[src/cttr_consts.vh]
// constants for the safety timer and thermistor control register
`ifndef CTTR_CONSTS_VH
`define CTTR_CONSTS_VH
`define CTTR_REG_ADDR 8'h06
`define CTTR_BIT_SLOW 7
`define CTTR_BIT_LIM_HI 6
`define CTTR_BIT_LIM_LO 5
`define CTTR_BIT_BOOST 4
`define CTTR_BIT_THERM 3
`define CTTR_BIT_FLT_HI 2
`define CTTR_BIT_FLT_LO 1
`define CTTR_BIT_HOLD 0
`define CTTR_RST_SLOW 1'h1
`define CTTR_RST_LIM 2'h0
`define CTTR_RST_BOOST 1'h1
`define CTTR_RST_THERM 1'h1
`define CTTR_RST_HOLD 1'h0
`define CTTR_LIM_SHORT 2'h0
`define CTTR_LIM_6H 2'h1
`define CTTR_LIM_9H 2'h2
`define CTTR_LIM_OFF 2'h3
`define CTTR_FLT_NONE 2'h0
`define CTTR_FLT_SUSPEND 2'h1
`define CTTR_FLT_COOL 2'h2
`define CTTR_FLT_WARM 2'h3
`define CTTR_CLK_HZ 25000000
`define CTTR_LIM_SHORT_MS 75000
`define CTTR_LIM_6H_S 21600
`define CTTR_LIM_9H_S 32400
`define CTTR_BOOST_HI_MA 16'h0fa0
`define CTTR_BOOST_LO_MA 16'h07d0
`define CTTR_HOLD_LO_MV 16'h1068
`define CTTR_HOLD_HI_MV 16'h2774
`define CTTR_HOLD_STEP_PCT 2
`define CTTR_WARM_DROP_MV 16'h0064
`endif

[src/cttr_regs.v]
// safety timer / thermistor control register with timer, limits and hold threshold
`timescale 1ns/1ns
`default_nettype none
`include "cttr_consts.vh"
// Operation
// RQ1: register at 06, reset 10011, live fault, 0
// RQ2: slow bit halves timer during regulation states
// RQ3: limit field picks 1.25min/6h/9h/off timer
// RQ4: boost bit picks 4 A or 2 A limit
// RQ5: thermistor enable bit gates monitoring, resets on
// RQ6: fault code reports thermistor band, read only
// RQ7: hold offset bit picks 4.2 V or 10.1 V
// RQ8: bits 7..3 and 0 writable, 2..1 not
// RQ9: hold threshold is offset plus code times 2%
// RQ10: fields hold until write; read shows live fault
module cttr_regs #(
	parameter [47:0] SHORT_CYCLES = 48'd1 * `CTTR_LIM_SHORT_MS * (`CTTR_CLK_HZ / 1000), // 1.25 min in clocks
	parameter [47:0] SIX_H_CYCLES = 48'd1 * `CTTR_LIM_6H_S * `CTTR_CLK_HZ, // 6 h in clocks
	parameter [47:0] NINE_H_CYCLES = 48'd1 * `CTTR_LIM_9H_S * `CTTR_CLK_HZ // 9 h in clocks
) (
	input wire clk, // 25 MHz clock
	input wire sys_rst, // async reset, active high
	input wire [7:0] regAddr, // register location from serial interface
	input wire regWrEn, // one-cycle write strobe
	input wire [7:0] regWrData, // write data
	input wire regRdEn, // one-cycle read strobe
	output reg [7:0] regRdData_r, // read data, valid cycle after strobe
	input wire [1:0] thermistorCode, // live band from thermistor comparators
	input wire inThermalReg, // thermal regulation active
	input wire inInputHold, // input voltage hold active
	input wire inCurrentLimit, // input current limit active
	input wire fastCharging, // fast charge phase running
	input wire [2:0] inputHoldCode, // threshold code from neighbouring register
	output reg safetyExpired_r, // fast charge exceeded its limit
	output wire [15:0] boostLimitMa, // low-side cycle limit in mA
	output wire thermistorMonitorOn, // monitor enable to analog
	output wire [1:0] thermistorFault, // code seen by charge control
	output wire chargeSuspend, // charging halted by temperature
	output wire currentHalved, // cool band current reduction
	output wire [15:0] voltageDropMv, // warm band voltage reduction
	output reg [15:0] inputHoldMv_r // input voltage hold threshold in mV
);
	reg timerSlow_r;
	reg [1:0] safetyLimit_r;
	reg boostSel_r;
	reg thermEn_r;
	reg holdOffSel_r;
	reg [1:0] faultCode_r;
	reg [47:0] timerCount_r;
	reg halfTick_r;
	reg [47:0] limitCycles;
	wire hit;
	wire slowNow;
	wire [15:0] holdBase;
	wire [7:0] regValue;
	wire [7:0] storedValue;
	wire [7:0] liveValue;
	wire wrHit;
	wire timerIdle;
	wire countTick;
	wire [31:0] holdStep;
	wire [15:0] holdNext;
	localparam [7:0] WRITABLE_MASK = 8'hf9;

	assign hit = (regAddr == `CTTR_REG_ADDR); // RQ1
	// monitoring off forces a clean code so charging is not suspended
	always @(posedge clk or posedge sys_rst)
	begin
		if (sys_rst)
			faultCode_r <= `CTTR_FLT_NONE;
		else if (thermEn_r) // RQ5
			faultCode_r <= thermistorCode; // RQ6
		else
			faultCode_r <= `CTTR_FLT_NONE;
	end

	assign storedValue = {timerSlow_r, safetyLimit_r, boostSel_r, thermEn_r, 2'h0, holdOffSel_r};
	assign liveValue = {5'h00, faultCode_r, 1'h0};

	// live fault positions bypass storage so a read shows the present band while monitoring is on, and 00 while it is off
	genvar bitIdx;
	generate
		for (bitIdx = 0; bitIdx < 8; bitIdx = bitIdx + 1)
		begin : g_rd_bit
			assign regValue[bitIdx] = WRITABLE_MASK[bitIdx] ? storedValue[bitIdx] : liveValue[bitIdx]; // RQ10
		end
	endgenerate

	// writes land only at this location; bits 2..1 of the data are dropped
	assign wrHit = regWrEn && hit; // RQ8

	always @(posedge clk or posedge sys_rst)
	begin
		if (sys_rst)
			timerSlow_r <= `CTTR_RST_SLOW; // RQ1
		else if (wrHit)
			timerSlow_r <= regWrData[`CTTR_BIT_SLOW]; // RQ8
	end

	always @(posedge clk or posedge sys_rst)
	begin
		if (sys_rst)
			safetyLimit_r <= `CTTR_RST_LIM; // RQ3
		else if (wrHit)
			safetyLimit_r <= regWrData[`CTTR_BIT_LIM_HI:`CTTR_BIT_LIM_LO]; // RQ8
	end

	always @(posedge clk or posedge sys_rst)
	begin
		if (sys_rst)
			boostSel_r <= `CTTR_RST_BOOST; // RQ4
		else if (wrHit)
			boostSel_r <= regWrData[`CTTR_BIT_BOOST]; // RQ8
	end

	always @(posedge clk or posedge sys_rst)
	begin
		if (sys_rst)
			thermEn_r <= `CTTR_RST_THERM; // RQ5
		else if (wrHit)
			thermEn_r <= regWrData[`CTTR_BIT_THERM]; // RQ8
	end

	always @(posedge clk or posedge sys_rst)
	begin
		if (sys_rst)
			holdOffSel_r <= `CTTR_RST_HOLD; // RQ7
		else if (wrHit)
			holdOffSel_r <= regWrData[`CTTR_BIT_HOLD]; // RQ8
	end

	// read data stands until the next read strobe
	always @(posedge clk or posedge sys_rst)
	begin
		if (sys_rst)
			regRdData_r <= 8'h00;
		else if (regRdEn)
		begin
			if (hit)
				regRdData_r <= regValue; // RQ10
			else
				regRdData_r <= 8'h00; // RQ1
		end
	end

	// timer slowed only while a regulation loop is active
	assign slowNow = timerSlow_r && (inThermalReg || inInputHold || inCurrentLimit); // RQ2
	// counter held at zero while not fast charging or with the timers disabled
	assign timerIdle = !fastCharging || (safetyLimit_r == `CTTR_LIM_OFF); // RQ3
	assign countTick = !slowNow || halfTick_r; // RQ2

	always @*
	begin
		case (safetyLimit_r) // RQ3
			`CTTR_LIM_SHORT: limitCycles = SHORT_CYCLES;
			`CTTR_LIM_6H: limitCycles = SIX_H_CYCLES;
			`CTTR_LIM_9H: limitCycles = NINE_H_CYCLES;
			default: limitCycles = 48'h0;
		endcase
	end

	always @(posedge clk or posedge sys_rst)
	begin
		if (sys_rst)
			halfTick_r <= 1'b0;
		else if (timerIdle)
			halfTick_r <= 1'b0;
		else
			halfTick_r <= ~halfTick_r; // RQ2
	end

	// count stops at the limit so a long charge cannot wrap it
	always @(posedge clk or posedge sys_rst)
	begin
		if (sys_rst)
			timerCount_r <= 48'h0;
		else if (timerIdle)
			timerCount_r <= 48'h0;
		else if (timerCount_r < limitCycles && countTick)
			timerCount_r <= timerCount_r + 48'h1; // RQ3
	end

	// expiry is sticky until charging stops or the limit is turned off
	always @(posedge clk or posedge sys_rst)
	begin
		if (sys_rst)
			safetyExpired_r <= 1'b0;
		else if (timerIdle)
			safetyExpired_r <= 1'b0;
		else if (timerCount_r >= limitCycles)
			safetyExpired_r <= 1'b1; // RQ3
	end

	// boost and monitor controls go straight to the analog side
	assign boostLimitMa = boostSel_r ? `CTTR_BOOST_HI_MA : `CTTR_BOOST_LO_MA; // RQ4
	assign thermistorMonitorOn = thermEn_r; // RQ5

	// band decode seen by charge control
	assign thermistorFault = faultCode_r;
	assign chargeSuspend = (faultCode_r == `CTTR_FLT_SUSPEND); // RQ6
	assign currentHalved = (faultCode_r == `CTTR_FLT_COOL); // RQ6
	assign voltageDropMv = (faultCode_r == `CTTR_FLT_WARM) ? `CTTR_WARM_DROP_MV : 16'h0000; // RQ6
	assign holdBase = holdOffSel_r ? `CTTR_HOLD_HI_MV : `CTTR_HOLD_LO_MV; // RQ7

	// integer millivolts; the 2% step truncates fractions of a millivolt
	assign holdStep = (holdBase * {13'h0, inputHoldCode} * `CTTR_HOLD_STEP_PCT) / 100; // RQ9
	// the largest step is well under 16 bits, so the upper half is always zero
	assign holdNext = holdBase + holdStep[15:0]; // RQ9

	always @(posedge clk or posedge sys_rst)
	begin
		if (sys_rst)
			inputHoldMv_r <= `CTTR_HOLD_LO_MV;
		else
			inputHoldMv_r <= holdNext; // RQ9
	end
endmodule
`default_nettype wire

[config.mk]
export PLATFORM = sky130hd
export DESIGN_NAME = cttr_regs
export DESIGN_NICKNAME = d
export VERILOG_FILES = /design/src/cttr_regs.v
export VERILOG_INCLUDE_DIRS = /design/src
export SDC_FILE = /design/constraint.sdc
export NUM_CORES = 1
export LEC_CHECK = 0
export ABC_CLOCK_PERIOD_IN_PS = 21200
export BUFFER_PORTS_ARGS = -buffer_cell sky130_fd_sc_hd__clkbuf_2
export CORE_ASPECT_RATIO = 2
export CORE_MARGIN = 4
export CORE_UTILIZATION = 36
export CTS_CLUSTER_DIAMETER = 30
export CTS_CLUSTER_SIZE = 10
export DETAILED_ROUTE_END_ITERATION = 12
export MAX_ROUTING_LAYER = met4
export PLACE_DENSITY_LB_ADDON = 0.1
export SYNTH_ARGS = -nofsm -noshare
export SYNTH_HDL_FRONTEND = slang
export SYNTH_SLANG_ARGS = --single-unit
[constraint.sdc]
create_clock -name clk -period 21.2 [get_ports clk]
set_input_delay 3.18 -clock clk [delete_from_list [all_inputs] [get_ports clk]]
set_output_delay 3.18 -clock clk [all_outputs]
set_load 0.03 [all_outputs]
==> summary.md, run 1 <==
| Metric | Value |
|---|---|
| Worst IR Drop VDD | `between 0.00007 and 0.00008 V` |
| Worst min-delay path class | `flop to flop` |
| Clock sink count | `80` |
| Post-route met1 wirelength | `7.73 mm` |
| Synthesis warning total | `0` |
| Final setup margin | `5.60 ns` |
| Number of nets at the end of the flow | `1,070` |
| Transition time of the tightest slew-check pin | `1.05 ns` |
| Combinational family with the most area after synthesis | `compound AO/OA/AOI/OAI gates` |
| Final TNS setup | `0 ns` |
| Via Count | `6,901` |
| Global-route wire length before repair | `around 36 mm` |
| Final hold viol count | `0` |
| CTS Root Buffer Type | `sky130_fd_sc_hd__clkbuf_16` |
| Number of diodes | `0` |
| Count of routing violations after the opening detailed-route iteration | `around 450` |
| Worst-case clock buffer depth | `2` |
| Share of the clock period used by the worst path | `73.6%` |
| Setup fix buffers added after clock tree synthesis | `0` |
| Number of antenna violations at the first check in global routing | `0` |
| Count of mapped cells out of synthesis | `935` |
| Most area-consuming cells after synthesis | `sky130_fd_sc_hd__dfrtp_1 23%, sky130_fd_sc_hd__ha_1 9.3%, sky130_fd_sc_hd__xor2_1 4.3%` |
| Starting Density | `36.3%` |
| Remaining global-route overflow | `0` |
| Most common cell in the synthesized netlist | `sky130_fd_sc_hd__nand2_1` |
| Post-DR wirelength/cell | `between 15 and 20 um` |
| RSZ-0062 raised after global routing | `false` |
| Synth Flop Type | `sky130_fd_sc_hd__dfrtp_1` |
| Wire length on met3 | `445 um` |
| Fraction of final layout cells sized beyond drive strength 1 | `about 14%` |
| Synthesized-area fraction occupied by adder cells | `9.80%` |
| HPWL Detailed | `17.9 mm` |
| Final weighted congestion in routability-driven placement | `0.845` |
| Global Route Usage Sum | `19.1%` |
| Highest metal layer with signal wires | `met4` |
| Fraction of post-synthesis cell area in the top cell type by area | `a little under a quarter` |
| Fraction of the mapped netlist area in compound gates | `23.7%` |
| Count of input and output buffers | `61` |
| CTS clk-pin slew, worst paths | `0.06 ns` |
| Row cnt | `76` |
| Share of synthesized registers carrying an async set or reset | `between 90% and 100%` |
| Number of max-cap violations | `0` |
| Worst clock skew | `around 0.0045 ns` |
| Die outline area | `about 24,000 sq um` |
| Metal2 WL | `13.2 mm` |
| Number of hold buffers added after cts | `0` |
| Via count of the first global-routing pass | `7,070` |
| Number of synthesized flops with an enable pin | `0` |
| Crit. End Element | `flop` |
| CP max FO | `14` |
| Commonest cells in the synthesized netlist | `85 x sky130_fd_sc_hd__nand2_1, 82 x sky130_fd_sc_hd__nor2_1, 73 x sky130_fd_sc_hd__dfrtp_1` |
| Post-synthesis mux area share | `~3.6%` |
| Syn Std Cell Area | `7810 sq um` |
| Power density normalized to cell area | `145 nW/um^2` |
| Num ports | `91` |
| Number of H-tree levels | `3` |
| Number of buffers added by the clock tree synthesis step | `9` |
| Post-synth top area cell | `sky130_fd_sc_hd__dfrtp_1` |
| Core ar. | `around 21,000 sq um` |
| Leakage power summed over all cells | `3.86 nW` |
| Clock insertion delay at the later pin of the skew report | `roughly 0.35 ns` |
| Worst EP required | `21.43 ns` |
| Number of cells after detailed placement | `1,243` |
| Detailed-routing iteration count for the pre-antenna-repair pass | `4` |
| Xor/xnor share of the synthesized area | `between 8 and 9%` |
| Number of remaining DRC errors | `0` |
| Delay of the slowest cell on the worst path | `0.83 ns` |
| Share of synthesized cell area in and, or, nand and nor gates | `21.7%` |
| Kind of start point of the critical path | `input pin` |
| Synth unique cells | `93` |
| Pin count of the biggest net entering global routing | `81` |
| Synth-to-layout area growth | `9.66%` |
| Time the worst path needs with I/O delays and setup | `15.60 ns` |
| Sequential area share after synthesis | `25.7%` |
| Post-Syn Area per Cell | `8.35 sq um` |
| Floorplan die width | `112 um` |
| Data arrival at the endpoint of the critical path | `about 16 ns` |
| Relative slew slack | `29.8%` |
| Finish-stage setup viols | `0` |
| Final wirelength | `22.2 mm` |
| Antenna Violating Nets Remaining | `0` |
| WS Path Type | `input pin to flop` |
| Worst slack after detailed placement | `5.24 ns` |
| Routed via count divided by cell count | `about 5.5` |
| Height of the chip | `216 um` |
| Number of max-slew violations in the final report | `0` |
| Cell at the slowest stage of the critical path | `sky130_fd_sc_hd__a22oi_1` |
| Cell type with the highest occurrence count on the critical path | `sky130_fd_sc_hd__ha_1` |
| Register bit total from synthesis | `80` |
| Upper clock frequency limit | `0.0641 GHz` |
| Count of non-filler cells in the finished layout | `1,259` |
| CTS tree | `built` |
| Outcome | `finished clean` |
| Count of instances resized after the clock tree is built | `0` |
==> flip-flops by register name, indices dropped and copies added (netlist names) <==
| signal | cells |
|---|---|
| halfTick_r | 1 |
| timerSlow_r | 1 |
| inputHoldMv_r | 14 |
| holdOffSel_r | 1 |
| safetyLimit_r | 2 |
| timerCount_r | 48 |
| safetyExpired_r | 1 |
| regRdData_r | 8 |
| thermistorMonitorOn | 1 |
| boostSel_r | 1 |
| thermistorFault | 2 |
==> report_power, final <==
group	internal, mW	switching (mW)
registers	0.170	0.00439
clock network	0.107	0.0643
logic	0.338	0.560
total	0.614	0.629
==> layout make-up <==
type                    count  area [sq um]
fillers                  2314         12900
multi-input cells         776          5360
flip-flops and latches     80          2010
well taps                 273           342
repair buffers             65           335
clock buffers              10           239
inverters                  49           190
clock inverters             6          92.6
==> worst max-delay path, delay by kind of cell <==
kind	cells	cell delay, ns
xor+xnor	3	0.89
fa+ha+maj	4	1.15
buf+inv	4	0.58
compound gates	21	6.89
mux	2	0.56
simple gates	8	2.57
==> placed cells by master (no fill, tap or decap), drive strengths merged, types with 21 or more instances in the layout <==
master	count
a21oi	55
clkbuf	71
conb	29
dfrtp	73
ha	58
inv	48
nand2	85
nand3	28
nand4	21
nor2	84
nor3	22
o21ai	40
xnor2	34
xor2	39
==> stage by stage <==
step / total power [mW] / util [%] / hold slack, ns / instance area [sq um]
2_1_floorplan: 0.885 / - / 0.404 / 7910
5_1_grt: 1.35 / 39.9 / 0.457 / 8560
3_3_place_gp: 1.07 / 38.3 / 0.423 / 8230
6_report: 1.24 / 39.9 / 0.429 / 8560
3_5_place_dp: 1.07 / 38.3 / 0.426 / 8230
4_1_cts: 1.25 / 39.9 / 0.433 / 8560
==> cells by family after synthesis <==
logic type / Yosys count
compound gates: 250
xor+xnor: 73
fa+ha+maj: 60
buf+inv: 106
flops: 80
mux: 26
other cells: 2
simple gates: 338
==> routing by layer <==
layer,track usage (%),vias up
met5,-,-
met4,8.78,0
met3,1.76,44
met2,38.3,122
met1,17.5,3273
li1,-,3462
==> worst paths after layout <==
| path | start | endpoint | slack (ns) | cells past startpoint |
|---|---|---|---|---|
| worst max-delay path | inputHoldCode[1] | inputHoldMv_r[0]$_DFF_PP0_ | 5.60 | 42 |
| worst min-delay path | halfTick_r$_DFF_PP0_ | halfTick_r$_DFF_PP0_ | 0.43 | 1 |
| worst max register to register | holdOffSel_r$_DFFE_PP0P_ | inputHoldMv_r[0]$_DFF_PP0_ | 8.02 | 42 |
| worst min register to register | halfTick_r$_DFF_PP0_ | halfTick_r$_DFF_PP0_ | 0.43 | 1 |
| max in group asynchronous | sys_rst | timerCount_r[29]$_DFFE_PP0P_ | 17.42 | 3 |
| min in group asynchronous | sys_rst | halfTick_r$_DFF_PP0_ | 3.15 | 3 |
Note: power is estimated with default switching activity, not from simulation.
==> run 2: changes to the inputs <==
--- a/config.mk
+++ b/config.mk
@@ -6,7 +6,7 @@
 export SDC_FILE = /design/constraint.sdc
 export NUM_CORES = 1
 export LEC_CHECK = 0
-export ABC_CLOCK_PERIOD_IN_PS = 21200
+export ABC_CLOCK_PERIOD_IN_PS = 12800
 export BUFFER_PORTS_ARGS = -buffer_cell sky130_fd_sc_hd__clkbuf_2
 export CORE_ASPECT_RATIO = 2
 export CORE_MARGIN = 4
==> constraint.sdc (replaced) <==
create_clock -name clk -period 12.8 [get_ports clk]
set_input_delay 1.92 -clock clk [delete_from_list [all_inputs] [get_ports clk]]
set_output_delay 1.92 -clock clk [all_outputs]
set_load 0.03 [all_outputs]
==> run 2 against run 1 <==
Effect of this change: sequential power grew 66%; clock power increased by 67%; flip-flop and latch count stayed put; final area rose by 12%; sequential share of layout area shrank 2.6 points; first-iteration DRC count shrank 34%; power is 99% higher; global-route usage is 0.71 points higher; count of clock-buffer cells in the layout down 1; largest power group unchanged.
==> summary.md, run 2 (synthesis gave the netlist of run 1 again) <==
| Metric | Value |
|---|---|
| Fraction of final layout cells sized beyond drive strength 1 | `24.8% (was 14.0%)` |
| Number of nets at the end of the flow | `1,211 (was 1,070)` |
| Remaining global-route overflow | `0 (unchanged)` |
| Crit. End Element | `flop (unchanged)` |
| Routed via count divided by cell count | `5.32 (was 5.48)` |
| Met3 capacity usage during global routing | `1.93% (was 1.76%)` |
| Height of the chip | `216 um (unchanged)` |
| Final hold viol count | `0 (unchanged)` |
| Row cnt | `76 (unchanged)` |
| Die outline area | `24,300 sq um (unchanged)` |
| Number of buffers added by the clock tree synthesis step | `9 (unchanged)` |
| Worst EP required | `13.03 ns (was 21.43 ns)` |
| CTS clk-pin slew, worst paths | `0.07 ns (was 0.06 ns)` |
| Worst-case clock buffer depth | `2 (unchanged)` |
| Share of the clock period used by the worst path | `93.7%` |
| Setup fix buffers added after clock tree synthesis | `0 (unchanged)` |
| Number of H-tree levels | `3 (unchanged)` |
| Clock sink count | `80 (unchanged)` |
| Cell at the slowest stage of the critical path | `sky130_fd_sc_hd__or4_4 (was sky130_fd_sc_hd__a22oi_1)` |
| Biggest registers after layout | `timerCount_r (48), inputHoldMv_r (14), regRdData_r (8) (unchanged)` |
| Max FFs per register | `48 (unchanged)` |
| HPWL Detailed | `19.3 mm (was 17.9 mm)` |
| Worst IR Drop VDD | `0.000186 V (was 0.0000795 V)` |
| Top reg by flops | `timerCount_r (unchanged)` |
| Final cell utilization of the core | `44.8% (was 39.9%)` |
| Data arrival at the endpoint of the critical path | `12.22 ns (was 15.83 ns)` |
| Synth-to-layout area growth | `23.2% (was 9.66%)` |
| Starting Density | `36.3% (unchanged)` |
| WS Path Type | `input pin to flop (unchanged)` |
| Number of hold buffers added after cts | `0 (unchanged)` |
| Time the worst path needs with I/O delays and setup | `around 12 ns` |
| M2 GR Usage | `40.3% (was 38.3%)` |
| Count of input and output buffers | `61 (unchanged)` |
| Number of remaining DRC errors | `0 (unchanged)` |
| Floorplan die width | `112 um (unchanged)` |
| Outcome | `finished clean (unchanged)` |
| RSZ-0062 raised after global routing | `false (unchanged)` |
| Clock insertion delay at the later pin of the skew report | `0.35 ns (about the same)` |
| Detailed-routing iteration count for the pre-antenna-repair pass | `4 (unchanged)` |
| Largest delay share family, worst path | `compound AO/OA/AOI/OAI gates (unchanged)` |
| Final wirelength | `23.3 mm (was 22.2 mm)` |
| Number of antenna violations at the first check in global routing | `0 (unchanged)` |
| CTS Root Buffer Type | `sky130_fd_sc_hd__clkbuf_16 (unchanged)` |
| Count of buffering cells on the critical path with inverters included | `8 (was 4)` |
| Number of max-slew violations in the final report | `0 (unchanged)` |
| CP max FO | `8 (was 14)` |
| Number of diodes | `0 (unchanged)` |
| Kind of start point of the critical path | `input pin (unchanged)` |
| Global-route wire length before repair | `37.5 mm (was 36.3 mm)` |
| Transition time of the tightest slew-check pin | `1.03 ns (was 1.05 ns)` |
| Finish-stage setup viols | `0 (unchanged)` |
| Pin count of the biggest net entering global routing | `81 (unchanged)` |
| FF-to-FF setup slack | `2.04 ns (was 8.02 ns)` |
| Placed cell areas | `9290 sq um (was 8230 sq um)` |
| Leading cell types in the layout, fill and taps excluded | `145 x sky130_fd_sc_hd__buf_4, 85 x sky130_fd_sc_hd__nand2_1, 82 x sky130_fd_sc_hd__nor2_1, 73 x sky130_fd_sc_hd__dfrtp_1, 61 x sky130_fd_sc_hd__clkbuf_2 (was 85 x sky130_fd_sc_hd__nand2_1, 82 x sky130_fd_sc_hd__nor2_1, 73 x sky130_fd_sc_hd__dfrtp_1, 61 x sky130_fd_sc_hd__clkbuf_2, 58 x sky130_fd_sc_hd__ha_1)` |
| Number of max-cap violations | `0 (unchanged)` |
| Post-DR wirelength/cell | `16.7 um (was 17.7 um)` |
| Count of instances resized after the clock tree is built | `0 (unchanged)` |
| Power density normalized to cell area | `257 nW/um^2 (was 145 nW/um^2)` |
| Relative slew slack | `31.2% (was 29.8%)` |
| Top Usage Layer GRT | `met2 (unchanged)` |
| Via count of the first global-routing pass | `7,534 (was 7,070)` |
| Worst min-delay path class | `flop to flop (unchanged)` |
| Num ports | `91 (unchanged)` |
| Count of routing violations after the opening detailed-route iteration | `294 (was 447)` |
| Delay of the slowest cell on the worst path | `0.58 ns (was 0.83 ns)` |
| Leakage power summed over all cells | `4.54 nW (was 3.86 nW)` |
| Upper clock frequency limit | `0.0834 GHz` |
| Final non-filler cell area | `9620 sq um (was 8560 sq um)` |
| Final weighted congestion in routability-driven placement | `0.918 (was 0.845)` |
| Leading cell type in the layout, fill and taps excluded | `sky130_fd_sc_hd__buf_4 (was sky130_fd_sc_hd__nand2_1)` |
| Met1 track demand over resource | `17.6% (was 17.5%)` |
| CTS tree | `built (unchanged)` |
| Core ar. | `21,500 sq um (unchanged)` |
| Antenna Violating Nets Remaining | `0 (unchanged)` |
| Global Route Usage Sum | `19.8% (was 19.1%)` |
| Final TNS setup | `0 ns (unchanged)` |
| Via Count | `7,451 (was 6,901)` |
| Number of filler instances in the final layout | `2,284 (was 2,314)` |
| Worst clock skew | `0.00600 ns (was 0.00449 ns)` |
run 2: layout make-up:
type / instances / area [sq um] / share of cell area (%)
well taps: 273 / 342 / 3.55
flip-flops and latches: 80 / 2010 / 20.9
clock buffers: 9 / 225 / 2.34
multi-input cells: 776 / 5360 / 55.7
inverters: 49 / 190 / 1.98
repair buffers: 206 / 1390 / 14.5
clock inverters: 7 / 103 / 1.07
run 2: per-layer routing:
| layer | up-vias | wire length, um |
|---|---|---|
| li1 | 3739 | - |
| met1 | 3546 | 8000 |
| met4 | 0 | 932 |
| met3 | 55 | 424 |
| met5 | - | 0 |
| met2 | 111 | 14000 |
run 2: worst reg2reg max path, delay by kind of cell, from the launching register on:
family	cells	cell delay (ns)
adder cells (fa/ha/maj)	4	1.04
AND/OR/NAND/NOR	9	2.45
flip-flops	1	0.51
AO/OA/AOI/OAI	17	4.25
XOR/XNOR	3	0.53
multiplexers	3	0.81
buffers and inverters	8	1.03
run 2: stage by stage:
stage / hold slack (ns) / std cells / power (mW) / setup WS [ns]
floorplan: 0.404 / 962 / 1.47 / 0.847
global placement: 0.428 / 1384 / 2.19 / 0.560
detailed placement: 0.425 / 1384 / 2.20 / 0.478
CTS: 0.434 / 1400 / 2.50 / 0.807
global route: 0.456 / 1400 / 2.70 / 0.0730
finish: 0.428 / 1400 / 2.48 / 0.810
run 2: power by group:
part	switching, mW	internal [mW]
logic	0.992	0.911
registers	0.00811	0.281
clock network	0.113	0.173
total	1.11	1.36
run 2: final timing paths:
check | depth (start not counted) | endpoint | from
worst min register to register | 1 | halfTick_r$_DFF_PP0_ | halfTick_r$_DFF_PP0_
worst max register to register | 44 | inputHoldMv_r[0]$_DFF_PP0_ | holdOffSel_r$_DFFE_PP0P_
min in group asynchronous | 3 | timerCount_r[39]$_DFFE_PP0P_ | sys_rst
worst max-delay path | 45 | inputHoldMv_r[0]$_DFF_PP0_ | inputHoldCode[1]
worst min-delay path | 1 | halfTick_r$_DFF_PP0_ | halfTick_r$_DFF_PP0_
max in group asynchronous | 3 | timerCount_r[6]$_DFFE_PP0P_ | sys_rst
==> run 3: changes to the inputs <==
--- a/config.mk
+++ b/config.mk
@@ -8,7 +8,6 @@
 export LEC_CHECK = 0
 export ABC_CLOCK_PERIOD_IN_PS = 12800
 export BUFFER_PORTS_ARGS = -buffer_cell sky130_fd_sc_hd__clkbuf_2
-export CORE_ASPECT_RATIO = 2
 export CORE_MARGIN = 4
 export CORE_UTILIZATION = 36
 export CTS_CLUSTER_DIAMETER = 30
==> run 3 against run 2 <==
Effect of this change: cell count down 6.6%; via count down 7.0%; clock skew up 0.0048 ns; register-to-register slack worse by 0.07 ns; largest cell class unchanged.
==> summary.md, run 3 (synthesis gave the netlist of run 1 again) <==
| Metric | Value |
|---|---|
| Via count of the first global-routing pass | `6,805 (was 7,534)` |
| Reg2reg start | `holdOffSel_r$_DFFE_PP0P_ (unchanged)` |
| Wire length on met3 | `390 um (was 424 um)` |
| Number of hold buffers added after cts | `0 (unchanged)` |
| Floorplan die width | `155 um (was 112 um)` |
| CTS Root Buffer Type | `sky130_fd_sc_hd__clkbuf_16 (unchanged)` |
| RSZ-0062 raised after global routing | `false (unchanged)` |
| Number of max-cap violations | `0 (unchanged)` |
| Time the worst path needs with I/O delays and setup | `11.83 ns (was 11.99 ns)` |
| Finish-stage setup viols | `0 (unchanged)` |
| Worst clock skew | `0.0108 ns (was 0.00600 ns)` |
| Transition time of the tightest slew-check pin | `1.03 ns (about the same)` |
| Height of the chip | `155 um (was 216 um)` |
| Global-route wire length before repair | `34.0 mm (was 37.5 mm)` |
| P_sw | `1.05 mW (was 1.11 mW)` |
| Leading cell types in the layout, fill and taps excluded | `85 x sky130_fd_sc_hd__nand2_1, 82 x sky130_fd_sc_hd__nor2_1, 73 x sky130_fd_sc_hd__dfrtp_1, 61 x sky130_fd_sc_hd__clkbuf_2, 58 x sky130_fd_sc_hd__ha_1 (was 145 x sky130_fd_sc_hd__buf_4, 85 x sky130_fd_sc_hd__nand2_1, 82 x sky130_fd_sc_hd__nor2_1, 73 x sky130_fd_sc_hd__dfrtp_1, 61 x sky130_fd_sc_hd__clkbuf_2)` |
| Highest metal layer with signal wires | `met4 (unchanged)` |
| Count of routing violations after the opening detailed-route iteration | `259 (was 294)` |
| Starting Density | `36.9% (was 36.3%)` |
| Outcome | `finished clean (unchanged)` |
| Worst-case clock buffer depth | `2 (unchanged)` |
| Power density normalized to cell area | `247 nW/um^2 (was 257 nW/um^2)` |
| Critical Path Sink | `inputHoldMv_r[0]$_DFF_PP0_ (unchanged)` |
| CTS tree | `built (unchanged)` |
| Sequential cell area | `2010 sq um (unchanged)` |
| Number of H-tree levels | `3 (unchanged)` |
| Final hold viol count | `0 (unchanged)` |
| Synth-to-layout area growth | `14.0% (was 23.2%)` |
| Leakage power summed over all cells | `4.08 nW (was 4.54 nW)` |
| Max FFs per register | `48 (unchanged)` |
| Antenna Violating Nets Remaining | `0 (unchanged)` |
| Count of input and output buffers | `61 (unchanged)` |
| Detailed-routing iteration count for the pre-antenna-repair pass | `5 (was 4)` |
| Combinational Power Share | `75.6% (was 76.8%)` |
| WS Path Type | `input pin to flop (unchanged)` |
| Number of antenna violations at the first check in global routing | `0 (unchanged)` |
| Start point of the critical path | `inputHoldCode[0] (was inputHoldCode[1])` |
| Levels on crit path | `40 (was 45)` |
| Net switching share of the total power | `47.9% (was 44.9%)` |
| Number of remaining DRC errors | `0 (unchanged)` |
| Count of non-filler cells in the finished layout | `1,307 (was 1,400)` |
| Cell type with the highest occurrence count on the critical path | `sky130_fd_sc_hd__ha_1` |
| Leading cell type in the layout, fill and taps excluded | `sky130_fd_sc_hd__nand2_1 (was sky130_fd_sc_hd__buf_4)` |
| Post-route met1 wirelength | `9.27 mm (was 8.00 mm)` |
| Worst EP required | `13.02 ns (was 13.03 ns)` |
| Largest delay share family, worst path | `compound AO/OA/AOI/OAI gates (unchanged)` |
| Final weighted congestion in routability-driven placement | `0.812 (was 0.918)` |
| Routed via count divided by cell count | `5.30 (was 5.32)` |
| Worst IR Drop VDD | `0.000298 V (was 0.000186 V)` |
| Multi-input logic area | `5390 sq um (was 5360 sq um)` |
| Fraction of final layout cells sized beyond drive strength 1 | `18.6% (was 24.8%)` |
| Number of diodes | `0 (unchanged)` |
| Core ar. | `21,200 sq um (was 21,500 sq um)` |
| Fraction of power consumed by the clock network | `11.3% (was 11.5%)` |
| Pin count of the biggest net entering global routing | `81 (unchanged)` |
| Die outline area | `24,100 sq um (was 24,300 sq um)` |
| Data arrival at the endpoint of the critical path | `12.05 ns (was 12.22 ns)` |
| Count of buffering cells on the critical path with inverters included | `4 (was 8)` |
| Top reg by flops | `timerCount_r (unchanged)` |
| Final wirelength | `19.7 mm (was 23.3 mm)` |
| Final TNS setup | `0 ns (unchanged)` |
| Kind of start point of the critical path | `input pin (unchanged)` |
| Number of buffers added by the clock tree synthesis step | `9 (unchanged)` |
| Relative slew slack | `29.5% (was 31.2%)` |
| Number of max-slew violations in the final report | `0 (unchanged)` |
| Share of the clock period used by the worst path | `92.4% (was 93.7%)` |
| Metal2 WL | `9.78 mm (was 14.0 mm)` |
| Number of filler instances in the final layout | `2,177 (was 2,284)` |
| CP max FO | `10 (was 8)` |
| Upper clock frequency limit | `0.0845 GHz (was 0.0834 GHz)` |
| Number of nets at the end of the flow | `1,116 (was 1,211)` |
| End of the worst register-to-register path | `inputHoldMv_r[0]$_DFF_PP0_ (unchanged)` |
| CTS clk-pin slew, worst paths | `0.07 ns (about the same)` |
| Row cnt | `53 (was 76)` |
| Count of cells along the worst register-to-register path | `40 (was 44)` |
| Worst min-delay path class | `flop to flop (unchanged)` |
| FF-to-FF setup slack | `1.97 ns (was 2.04 ns)` |
| Delay of the slowest cell on the worst path | `0.59 ns (was 0.58 ns)` |
| Num ports | `91 (unchanged)` |
| HPWL Detailed | `15.4 mm (was 19.3 mm)` |
| Clock sink count | `80 (unchanged)` |
| Number of cells after detailed placement | `1,289 (was 1,384)` |
| Via Count | `6,929 (was 7,451)` |
| Clock insertion delay at the later pin of the skew report | `0.34 ns (was 0.35 ns)` |
| Remaining global-route overflow | `0 (unchanged)` |
| Register share of total power | `13.0% (was 11.7%)` |
| Biggest registers after layout | `timerCount_r (48), inputHoldMv_r (14), regRdData_r (8) (unchanged)` |
| Total internal power | `1.15 mW (was 1.36 mW)` |
| Global Route Usage Sum | `17.3% (was 19.8%)` |
| Cell at the slowest stage of the critical path | `sky130_fd_sc_hd__or4_4 (unchanged)` |
| Post-DR wirelength/cell | `15.1 um (was 16.7 um)` |
| Crit. End Element | `flop (unchanged)` |
-- run 3: cell count changes in the layout (fill, tap and decap cells not counted), moves of 2 or more --
cell	before	now
sky130_fd_sc_hd__bufinv_16	2	0
sky130_fd_sc_hd__a21oi_1	53	51
sky130_fd_sc_hd__buf_4	145	50
sky130_fd_sc_hd__a21oi_2	2	4
-- run 3: final cells by class --
class                           instances  area share, %
Clock buffer                            9           2.53
Timing Repair Buffer                  111           7.65
Multi-Input combinational cell        776           60.6
Tap cell                              275           3.87
Clock inverter                          7          0.661
Sequential cell                        80           22.6
Inverter                               49           2.14
-- run 3: worst reg2reg max path: cells and delay by family (launching register included) --
family	cells	cell delay, ns
AO/OA/AOI/OAI	16	4.32
AND/OR/NAND/NOR	11	3.41
XOR/XNOR	5	0.91
adder cells (fa/ha/maj)	3	0.75
flip-flops	1	0.50
buffers and inverters	3	0.41
multiplexers	2	0.38
-- run 3: power groups by stage --
stage               combinational (mW)  clock [mW]  sequential (mW)
floorplan                         1.14           0            0.322
global placement                  1.65           0            0.292
detailed placement                1.65           0            0.292
CTS                               1.66       0.259            0.287
global route                      1.85       0.271            0.289
finish                            1.66       0.249            0.287
-- run 3: worst min path at each step --
stage | endpoint | cells after the start | slack [ns] | startpoint
global route | halfTick_r$_DFF_PP0_ | 1 | 0.43 | halfTick_r$_DFF_PP0_
global placement | halfTick_r$_DFF_PP0_ | 1 | 0.42 | halfTick_r$_DFF_PP0_
floorplan | halfTick_r$_DFF_PP0_ | 1 | 0.40 | halfTick_r$_DFF_PP0_
CTS | halfTick_r$_DFF_PP0_ | 1 | 0.43 | halfTick_r$_DFF_PP0_
finish | halfTick_r$_DFF_PP0_ | 1 | 0.43 | halfTick_r$_DFF_PP0_
detailed placement | halfTick_r$_DFF_PP0_ | 1 | 0.42 | halfTick_r$_DFF_PP0_
-- run 3: layer usage --
layer  GRT usage (%)  vias up
li1                -     3561
met1            22.1     3271
met2            29.3       76
met3            1.78       21
met4            4.75        0
met5               -        -
-- run 3: metrics by stage --
stage / hold WS, ns / setup WS [ns] / total power, mW / utilization (%) / cell area, sq um
2_1_floorplan: 0.404 / 0.847 / 1.47 / - / 7910
3_3_place_gp: 0.416 / 0.480 / 1.94 / 40.5 / 8570
3_5_place_dp: 0.417 / 0.509 / 1.94 / 40.5 / 8570
4_1_cts: 0.428 / 0.829 / 2.21 / 41.8 / 8850
5_1_grt: 0.431 / 0.0207 / 2.41 / 42.1 / 8900
6_report: 0.426 / 0.970 / 2.20 / 42.1 / 8900
-- run 3: repair_timing --
item | CTS | global route
setup endpoints to repair | 0 | 3
setup buffers | 0 | 2
gates resized for setup | 0 | 8
endpoints found under the hold margin | 0 | 0
